$ cat src/light_irq_defines.vh
// constants for the light threshold flag and interrupt block
`ifndef LIGHT_IRQ_DEFINES_VH
`define LIGHT_IRQ_DEFINES_VH
// register byte offsets
`define OFS_CTRL       8'h00
`define OFS_RESULT     8'h04
`define OFS_LOW_LIM    8'h08
`define OFS_HIGH_LIM   8'h0c
`define OFS_IRQ_STAT   8'h10
`define OFS_IRQ_MASK   8'h14
`define OFS_MEAS       8'h18
`define OFS_ID         8'h1c
// control word field positions
`define B_RANGE_HI     15
`define B_RANGE_LO     12
`define B_CTIME        11
`define B_MODE_HI      10
`define B_MODE_LO      9
`define B_OVF          8
`define B_DONE         7
`define B_ABOVE        6
`define B_BELOW        5
`define B_LATCH        4
`define B_POL          3
`define B_EMASK        2
`define B_FC_HI        1
`define B_FC_LO        0
// reset values
`define CTRL_RESET     16'hc810
`define LOW_RESET      16'hc000
`define HIGH_RESET     16'hbfff
`define ID_VALUE       16'h5a5a // arbitrary identification value
// mode, range and exponent codes
`define MODE_SHUTDOWN  2'h0
`define MODE_SINGLE    2'h1
`define RANGE_AUTO     4'hc
`define EXP_ZERO       4'h0
// interrupt status bits
`define IRQ_DONE       0
`define IRQ_ABOVE      1
`define IRQ_BELOW      2
`endif

$ cat src/light_threshold_irq_flags.v
// light sensor control word flags, limit compare and interrupt pin, over AHB-Lite
//
// Register access over AHB-Lite and the register addresses were left to the implementer.
`timescale 1ns/1ps
`include "light_irq_defines.vh"
module light_threshold_irq_flags (
  // clock and reset
  input  wire        clk,
  input  wire        rst_b,
  // ahb-lite slave
  input  wire        hsel,
  input  wire [7:0]  haddr,
  input  wire [1:0]  htrans,
  input  wire        hwrite,
  input  wire [2:0]  hsize,
  input  wire [31:0] hwdata,
  input  wire        hready,
  output reg  [31:0] hrdata,
  output reg         hreadyout,
  output reg         hresp,
  // conversion engine
  input  wire        conv_done,
  input  wire [15:0] conv_result,
  input  wire        conv_ovf,
  output reg  [1:0]  conv_mode,
  // interrupt pin, open drain, and system interrupt
  output reg         int_pin_out,
  output reg         int_pin_oe,
  output reg         irq
);
  reg        rst_meta_reg;
  reg        rst_sync_reg;
  reg        ph_valid_reg;
  reg        ph_write_reg;
  reg  [7:0] ph_addr_reg;
  reg  [3:0] range_reg;
  reg        ctime_reg;
  reg  [1:0] mode_reg;
  reg        ovf_reg;
  reg        done_reg;
  reg        above_reg;
  reg        below_reg;
  reg        latch_reg;
  reg        pol_reg;
  reg        emask_reg;
  reg  [1:0] fc_reg;
  reg  [15:0] result_reg;
  reg  [15:0] low_reg;
  reg  [15:0] high_reg;
  reg  [2:0] stat_reg;
  reg  [2:0] mask_reg;
  reg  [31:0] meas_reg;
  reg        intr_reg;
  reg  [31:0] rdata_next;
  reg        above_next;
  reg        below_next;
  wire       wr_ctrl;
  wire       rd_ctrl;
  wire       wr_any;
  wire       rd_take;
  wire       done_clr;
  wire [15:0] ctrl_word;
  wire [15:0] result_view;
  wire [26:0] lux_result;
  wire [26:0] lux_low;
  wire [26:0] lux_high;
  wire       over_high;
  wire       under_low;
  wire       q_above;
  wire       q_below;
  wire       active;
  wire       meas_stb;
  wire       int_active;
  wire [2:0] events;

  // reset image of the control word, sliced per field below
  localparam [15:0] CTRL_RST = `CTRL_RESET;

  // reset release through two flip-flops
  always @(posedge clk or negedge rst_b) begin
    if (!rst_b) begin
      rst_meta_reg <= 1'b0;
      rst_sync_reg <= 1'b0;
    end else begin
      rst_meta_reg <= 1'b1;
      rst_sync_reg <= rst_meta_reg;
    end
  end

  // address phase capture
  always @(posedge clk or negedge rst_sync_reg) begin
    if (!rst_sync_reg) begin
      ph_valid_reg <= 1'b0;
      ph_write_reg <= 1'b0;
      ph_addr_reg  <= 8'h00;
    end else if (hready) begin
      ph_valid_reg <= hsel && htrans[1];
      ph_write_reg <= hwrite;
      ph_addr_reg  <= haddr;
    end
  end

  assign wr_any  = ph_valid_reg && ph_write_reg;
  assign wr_ctrl = wr_any && (ph_addr_reg == `OFS_CTRL);
  assign rd_take = hsel && htrans[1] && hready && !hwrite;
  // clear lands on the edge that captures the read data
  assign rd_ctrl = rd_take && (haddr == `OFS_CTRL);

  // converted into a common scale: mantissa shifted by exponent
  // wide enough for a full mantissa at the largest exponent
  assign lux_result = {15'h0000, conv_result[11:0]} << conv_result[15:12];
  assign lux_low    = {15'h0000, low_reg[11:0]} << low_reg[15:12];
  assign lux_high   = {15'h0000, high_reg[11:0]} << high_reg[15:12];
  assign over_high  = lux_result > lux_high;
  assign under_low  = lux_result < lux_low;

  assign active   = (mode_reg != `MODE_SHUTDOWN);
  assign meas_stb = conv_done && active;

  fault_qualifier above_q (
    .clk             (clk),
    .rst_sync_b      (rst_sync_reg),
    .meas_stb        (meas_stb),
    .fault           (over_high),
    .fault_count_sel (fc_reg),
    .qualified       (q_above)
  );

  fault_qualifier below_q (
    .clk             (clk),
    .rst_sync_b      (rst_sync_reg),
    .meas_stb        (meas_stb),
    .fault           (under_low),
    .fault_count_sel (fc_reg),
    .qualified       (q_below)
  );

  // limit flag next state
  always @* begin
    above_next = above_reg;
    below_next = below_reg;
    if (latch_reg && rd_ctrl) begin
      above_next = 1'b0;
      below_next = 1'b0;
    end
    if (meas_stb) begin
      if (latch_reg) begin
        if (q_above)
          above_next = 1'b1;
        if (q_below)
          below_next = 1'b1;
      end else begin
        above_next = q_above;
        below_next = q_below;
      end
    end
  end

  assign ctrl_word = {range_reg, ctime_reg, mode_reg, ovf_reg, done_reg, above_reg,
                      below_reg, latch_reg, pol_reg, emask_reg, fc_reg};
  assign result_view = (emask_reg && (range_reg < `RANGE_AUTO)) ?
                       {`EXP_ZERO, result_reg[11:0]} : result_reg;
  assign int_active = above_reg || below_reg;
  assign events = {q_below & meas_stb, q_above & meas_stb, meas_stb};
  assign done_clr = rd_ctrl || (wr_ctrl && (hwdata[`B_MODE_HI:`B_MODE_LO] != `MODE_SHUTDOWN));

  // done flag: set wins over clear
  always @(posedge clk or negedge rst_sync_reg) begin
    if (!rst_sync_reg) begin
      done_reg <= CTRL_RST[`B_DONE];
    end else if (meas_stb) begin
      done_reg <= 1'b1;
    end else if (done_clr) begin
      done_reg <= 1'b0;
    end
  end

  // control word fields and captured measurement
  always @(posedge clk or negedge rst_sync_reg) begin
    if (!rst_sync_reg) begin
      range_reg  <= CTRL_RST[`B_RANGE_HI:`B_RANGE_LO];
      ctime_reg  <= CTRL_RST[`B_CTIME];
      mode_reg   <= CTRL_RST[`B_MODE_HI:`B_MODE_LO];
      ovf_reg    <= CTRL_RST[`B_OVF];
      above_reg  <= CTRL_RST[`B_ABOVE];
      below_reg  <= CTRL_RST[`B_BELOW];
      latch_reg  <= CTRL_RST[`B_LATCH];
      pol_reg    <= CTRL_RST[`B_POL];
      emask_reg  <= CTRL_RST[`B_EMASK];
      fc_reg     <= CTRL_RST[`B_FC_HI:`B_FC_LO];
      result_reg <= 16'h0000;
      meas_reg   <= 32'h0000_0000;
    end else begin
      above_reg <= above_next;
      below_reg <= below_next;
      if (meas_stb) begin
        result_reg <= conv_result;
        ovf_reg    <= conv_ovf;
        meas_reg   <= meas_reg + 32'h1;
      end
      if (wr_ctrl) begin
        // flag positions are not writable
        range_reg <= hwdata[`B_RANGE_HI:`B_RANGE_LO];
        ctime_reg <= hwdata[`B_CTIME];
        mode_reg  <= hwdata[`B_MODE_HI:`B_MODE_LO];
        latch_reg <= hwdata[`B_LATCH];
        pol_reg   <= hwdata[`B_POL];
        emask_reg <= hwdata[`B_EMASK];
        fc_reg    <= hwdata[`B_FC_HI:`B_FC_LO];
      end else if (meas_stb && mode_reg == `MODE_SINGLE)
        mode_reg <= `MODE_SHUTDOWN;
    end
  end

  // limit registers; a new limit waits for the next conversion
  always @(posedge clk or negedge rst_sync_reg) begin
    if (!rst_sync_reg) begin
      low_reg  <= `LOW_RESET;
      high_reg <= `HIGH_RESET;
    end else begin
      if (wr_any && ph_addr_reg == `OFS_LOW_LIM)
        low_reg <= hwdata[15:0];
      if (wr_any && ph_addr_reg == `OFS_HIGH_LIM)
        high_reg <= hwdata[15:0];
    end
  end

  // interrupt status, mask and outputs
  always @(posedge clk or negedge rst_sync_reg) begin
    if (!rst_sync_reg) begin
      stat_reg    <= 3'h0;
      mask_reg    <= 3'h0;
      irq         <= 1'b0;
      int_pin_out <= 1'b0;
      int_pin_oe  <= 1'b0;
      conv_mode   <= `MODE_SHUTDOWN;
    end else begin
      if (wr_any && ph_addr_reg == `OFS_IRQ_STAT)
        stat_reg <= (stat_reg & ~hwdata[2:0]) | events;
      else
        stat_reg <= stat_reg | events;
      if (wr_any && ph_addr_reg == `OFS_IRQ_MASK)
        mask_reg <= hwdata[2:0];
      irq         <= |(stat_reg & mask_reg);
      int_pin_out <= 1'b0;
      // polarity zero: drive low while active; one: drive low while idle
      if (pol_reg)
        int_pin_oe <= !(above_next || below_next);
      else
        int_pin_oe <= above_next || below_next;
      conv_mode   <= mode_reg;
    end
  end

  // read mux
  always @* begin
    case (haddr)
      `OFS_CTRL:     rdata_next = {16'h0000, ctrl_word};
      `OFS_RESULT:   rdata_next = {16'h0000, result_view};
      `OFS_LOW_LIM:  rdata_next = {16'h0000, low_reg};
      `OFS_HIGH_LIM: rdata_next = {16'h0000, high_reg};
      `OFS_IRQ_STAT: rdata_next = {29'h0, stat_reg};
      `OFS_IRQ_MASK: rdata_next = {29'h0, mask_reg};
      `OFS_MEAS:     rdata_next = meas_reg;
      `OFS_ID:       rdata_next = {16'h0000, `ID_VALUE};
      default:       rdata_next = 32'h0000_0000;
    endcase
  end

  // zero-wait bus outputs; read data captured at the address phase,
  // so a control read returns the flags as they stood before its clear
  always @(posedge clk or negedge rst_sync_reg) begin
    if (!rst_sync_reg) begin
      hrdata    <= 32'h0000_0000;
      hreadyout <= 1'b1;
      hresp     <= 1'b0;
    end else begin
      hrdata    <= rd_take ? rdata_next : 32'h0000_0000;
      hreadyout <= 1'b1;
      hresp     <= 1'b0;
    end
  end

  wire unused_ok = &{hsize, int_active, intr_reg, 1'b1};
  always @(posedge clk or negedge rst_sync_reg) begin
    if (!rst_sync_reg)
      intr_reg <= 1'b0;
    else
      intr_reg <= int_active;
  end
endmodule

$ cat src/fault_qualifier.v
// consecutive fault counter for one limit comparison
`timescale 1ns/1ps
`include "light_irq_defines.vh"
module fault_qualifier (
  // clock and reset
  input  wire       clk,
  input  wire       rst_sync_b,
  // measurement strobe and comparison
  input  wire       meas_stb,
  input  wire       fault,
  input  wire [1:0] fault_count_sel,
  // qualified fault, valid with meas_stb
  output wire       qualified
);
  reg  [3:0] count_reg;
  reg  [3:0] count_next;
  wire [3:0] need;

  assign need = (4'h1 << fault_count_sel);
  assign qualified = fault && ((count_reg + 4'h1) >= need);

  always @* begin
    count_next = count_reg;
    if (meas_stb) begin
      if (!fault)
        count_next = 4'h0;
      else if (count_reg < 4'h8)
        count_next = count_reg + 4'h1;
    end
  end

  always @(posedge clk or negedge rst_sync_b) begin
    if (!rst_sync_b)
      count_reg <= 4'h0;
    else
      count_reg <= count_next;
  end
endmodule

$ cat config.mk
export PLATFORM = sky130hd
export DESIGN_NAME = light_threshold_irq_flags
export DESIGN_NICKNAME = d
export VERILOG_FILES = /design/src/light_threshold_irq_flags.v /design/src/fault_qualifier.v
export VERILOG_INCLUDE_DIRS = /design/src /design/src/src
export SDC_FILE = /design/constraint.sdc
export NUM_CORES = 1
export LEC_CHECK = 0
export BUFFER_PORTS_ARGS = -buffer_cell sky130_fd_sc_hd__buf_2
export CAP_MARGIN = 15
export CORE_MARGIN = 4
export CORE_UTILIZATION = 35
export DETAILED_ROUTE_END_ITERATION = 12
export PLACE_DENSITY = 0.53
export SYNTH_ARGS = -nofsm -noshare
export SYNTH_HDL_FRONTEND = slang
export SYNTH_SLANG_ARGS = --single-unit
$ cat constraint.sdc
create_clock -name clk -period 11.9 [get_ports clk]
set_input_delay 1.19 -clock clk [delete_from_list [all_inputs] [get_ports clk]]
set_output_delay 1.19 -clock clk [all_outputs]
set_load 0.01 [all_outputs]
==> impl_results.rst <==
.. list-table::
   :header-rows: 1

   * - Metric
     - Value
   * - Clk sink count
     - 158
   * - Buffer type at the clock tree root
     - sky130_fd_sc_hd__clkbuf_16
   * - Count of port buffers added during placement
     - 83
   * - Post-layout util
     - 0.404
   * - Largest family of logic cells by synthesized area
     - simple AND/OR/NAND/NOR gates
   * - Distinct cell type count of the synthesized netlist
     - 61
   * - Max-cap violations
     - 0
   * - Count of final max-slew check failures
     - 0
   * - Number of ports placed on the die boundary
     - 107
   * - Weighted congestion reported at the end of routability-driven placement
     - approximately 0.86
   * - Floorplan Core Area
     - between 20000 and 30000 um^2
   * - Vias per inst
     - about 5.3
   * - Leading cell types in the layout, fill and taps excluded
     - 153 x sky130_fd_sc_hd__nand2_1, 136 x sky130_fd_sc_hd__dfrtp_1, 83 x sky130_fd_sc_hd__buf_2
   * - Post-detail-place hpwl
     - around 21000 um
   * - Number of instances in the synthesized netlist
     - a little over 1000
   * - Number of H-tree branching levels
     - 4
   * - Final worst path period need
     - between 4000 and 5000 ps
   * - Fraction of final layout cells sized beyond drive strength 1
     - 0.220
   * - CTS tree
     - built
   * - Final count of negative-setup-slack endpoints
     - 0
   * - Global-route usage over all layers
     - 0.181
   * - Element type at the critical path start
     - input port
   * - DRT iter0 DRCs
     - about 700
   * - Synth Area in XOR/XNOR
     - 0.0319
   * - Critical-path maximum fanout
     - 16
   * - P&R area growth vs syn
     - 13.6%
   * - Average size of a mapped cell
     - between 9 and 10 um^2
   * - Seq/Total Area, Yosys
     - 0.403
   * - Post-detailed-route DRC marker count
     - 0
   * - Resize count post-CTS
     - 0
   * - Simple-gate portion of the synthesized area
     - 0.173
   * - Area of the die
     - approximately 31000 um^2
   * - Total Routed Length
     - 27900 um
   * - Number of routed nets with antenna violations
     - 0
   * - Async set-reset flop share out of synthesis
     - 1.00
   * - Width of the die
     - approximately 180 um
   * - Hold/Removal Path Class
     - reg2async
   * - Commonest non-fill, non-tap cell in the layout
     - sky130_fd_sc_hd__nand2_1
   * - Die outline height
     - between 150 and 200 um
   * - Pin count of the biggest net entering global routing
     - 70
   * - Global-route track usage on met2
     - 0.271
   * - Worst slack on hold paths
     - slightly above 300 ps
   * - Leakage
     - between 5 and 6 nW
   * - IR drop worst, VDD
     - approximately 0.085 mV
   * - EDFF count, synth
     - 0
   * - Wire length of the first global-routing pass
     - around 44000 um
   * - Area share of the largest cell type after synthesis
     - 0.347
   * - Hold-fix buffers at CTS
     - 0
   * - Crit path capture type
     - flip-flop
   * - Number of setup buffers added after CTS
     - 0
   * - Count of vias placed by the detailed router
     - slightly below 8000
   * - Latest clock arrival within the worst-skew pair
     - approximately 430 ps
   * - Proportion of synthesized area in mux cells
     - 0.155
   * - Number of flip-flops and latches in the synthesized netlist
     - about 160
   * - Most crowded layer after global routing
     - met2
   * - Antenna fix cells
     - 0
   * - Residual overflow from global routing
     - 0
   * - Share of the synthesized area in compound gates (AO/OA/AOI/OAI)
     - 0.129
   * - Setup repair after global routing missed its margin
     - no
   * - Fraction of the mapped netlist area in adder cells
     - 0.0773
   * - Clock buffers created by TritonCTS
     - 17
   * - Data arrival, critical path
     - 4720 ps
   * - Areal power density over the cells
     - roughly 130 nW/um^2
   * - FP Rows
     - between 60 and 70
   * - Cell type with the largest total area after synthesis
     - sky130_fd_sc_hd__dfrtp_1
   * - Fin area
     - between 10000 and 15000 um^2
   * - Post-detailed-placement cell area
     - between 10000 and 15000 um^2
   * - Result of the run
     - finished clean
   * - Synth top area cells
     - sky130_fd_sc_hd__dfrtp_1 35%, sky130_fd_sc_hd__mux2_2 8.3%, sky130_fd_sc_hd__ha_1 7.7%
   * - Clock-pin slew reported for the worst setup and hold paths after clock tree synthesis
     - about 70 ps
   * - Critical path data required time
     - about 12000 ps
   * - Ys flop type
     - sky130_fd_sc_hd__dfrtp_1
   * - Top achievable clock speed
     - 0.229 GHz
   * - Synth Warn #
     - 0
   * - Sum of negative setup slack
     - 0 ps
   * - Clock tree buffer depth
     - 2
   * - Clock tree skew after final layout
     - around 9.5 ps
   * - Cell area after synthesis
     - 9880 um^2
   * - 1st-pass router iterations
     - 5
   * - Effective utilization at floorplan
     - 0.356
   * - Start-to-end type of the worst setup path
     - in2reg
   * - Final #Nets
     - 1213
   * - Post-DR wirelength/cell
     - approximately 19 um
   * - Antenna violations before repair
     - 0
   * - Part of the cycle the worst path needs
     - 0.367
   * - Final-report hold violation count
     - 0
   * - Worst Tran Pin Value
     - around 1000 ps
   * - Met1 usage in global routing
     - 0.270
   * - Via count of the first global-routing pass
     - 7475
   * - Met3 global-route usage
     - 0.0422
   * - Max-Slew Margin vs Limit
     - 0.324
## stage by stage
| step | cells | power, mW | setup WS, ps |
|---|---|---|---|
| finish | 1475 | 1.45 | 7530 |
| CTS | 1475 | 1.45 | 7520 |
| floorplan | 1030 | 0.803 | 7210 |
| global route | 1475 | 1.52 | 7120 |
| detailed placement | 1443 | 0.887 | 7070 |
| global placement | 1443 | 0.884 | 7060 |
## final timing paths
check                      cells after the start  slack [ps]                          endpoint                    start
max                                           14        7530  below_q.count_reg[0]$_DFFE_PN0P_          conv_result[13]
min                                            0         300  above_q.count_reg[0]$_DFFE_PN0P_   rst_sync_reg$_DFF_PN0_
max reg2reg                                   14        7620  below_q.count_reg[0]$_DFFE_PN0P_  low_reg[12]$_DFFE_PN0P_
min reg2reg                                    0         300  above_q.count_reg[0]$_DFFE_PN0P_   rst_sync_reg$_DFF_PN0_
max in group asynchronous                      1       10360              hrdata[14]$_DFF_PN0_   rst_sync_reg$_DFF_PN0_
min in group clk                               0         350            rst_sync_reg$_DFF_PN0_   rst_meta_reg$_DFF_PN0_
## routing by layer
layer  up-vias  part of all wire
met5         -                 0
met4         0             0.014
li1       3799                 -
met1      3801              0.48
met3        27             0.066
met2       247              0.44
## where the power goes
part	leakage (nW)	switching, mW	total (mW)	internal [mW]
Combinational	2.85	0.137	0.242	0.105
Clock	0.296	0.257	0.564	0.307
Sequential	2.07	0.0565	0.640	0.583
## logic make-up (layout without fill, tap and decap cells)
group | after synthesis | after routing
AO/OA/AOI/OAI | 201 | 201
XOR/XNOR | 36 | 36
adder cells (fa/ha/maj) | 61 | 61
buffers and inverters | 73 | 140
flip-flops | 158 | 158
multiplexers | 136 | 136
other | 2 | 4
AND/OR/NAND/NOR | 361 | 361
## synthesized netlist by cell type, drive strengths merged (11+ instances only)
master  number
nor2        63
a31oi       11
a22oi       13
nand2b      12
clkbuf      43
inv         16
nand3       32
mux2i       57
nand2      153
a21oi       65
dfstp       21
and3        24
nor2b       14
o21ai       48
dfrtp      137
nand4       14
buf         13
xnor2       28
mux2        73
ha          61
a21o        18
## worst max-delay path, cell delays in order
cell                       delay [ps]
sky130_fd_sc_hd__buf_2            300
sky130_fd_sc_hd__mux2_2           370
sky130_fd_sc_hd__o21ai_0          430
sky130_fd_sc_hd__o21ai_0          170
sky130_fd_sc_hd__and2_1           230
sky130_fd_sc_hd__ha_1             320
sky130_fd_sc_hd__a21o_1           180
sky130_fd_sc_hd__a21oi_1          130
sky130_fd_sc_hd__o21ai_0          130
sky130_fd_sc_hd__o311ai_0         420
sky130_fd_sc_hd__a31oi_1          140
sky130_fd_sc_hd__nor2b_1          380
sky130_fd_sc_hd__a31oi_1          140
sky130_fd_sc_hd__a31oi_1          170
## cell type report
cell class                 instances  area, um^2
clock buffer                      18         439
clock inverter                    14         165
fill                            2811       16600
inverter                          17        63.8
multi-input combinational        799        5620
sequential                       158        3980
tap                              378         473
timing repair buffer              91         475
Note: power is estimated with default switching activity, not from simulation.
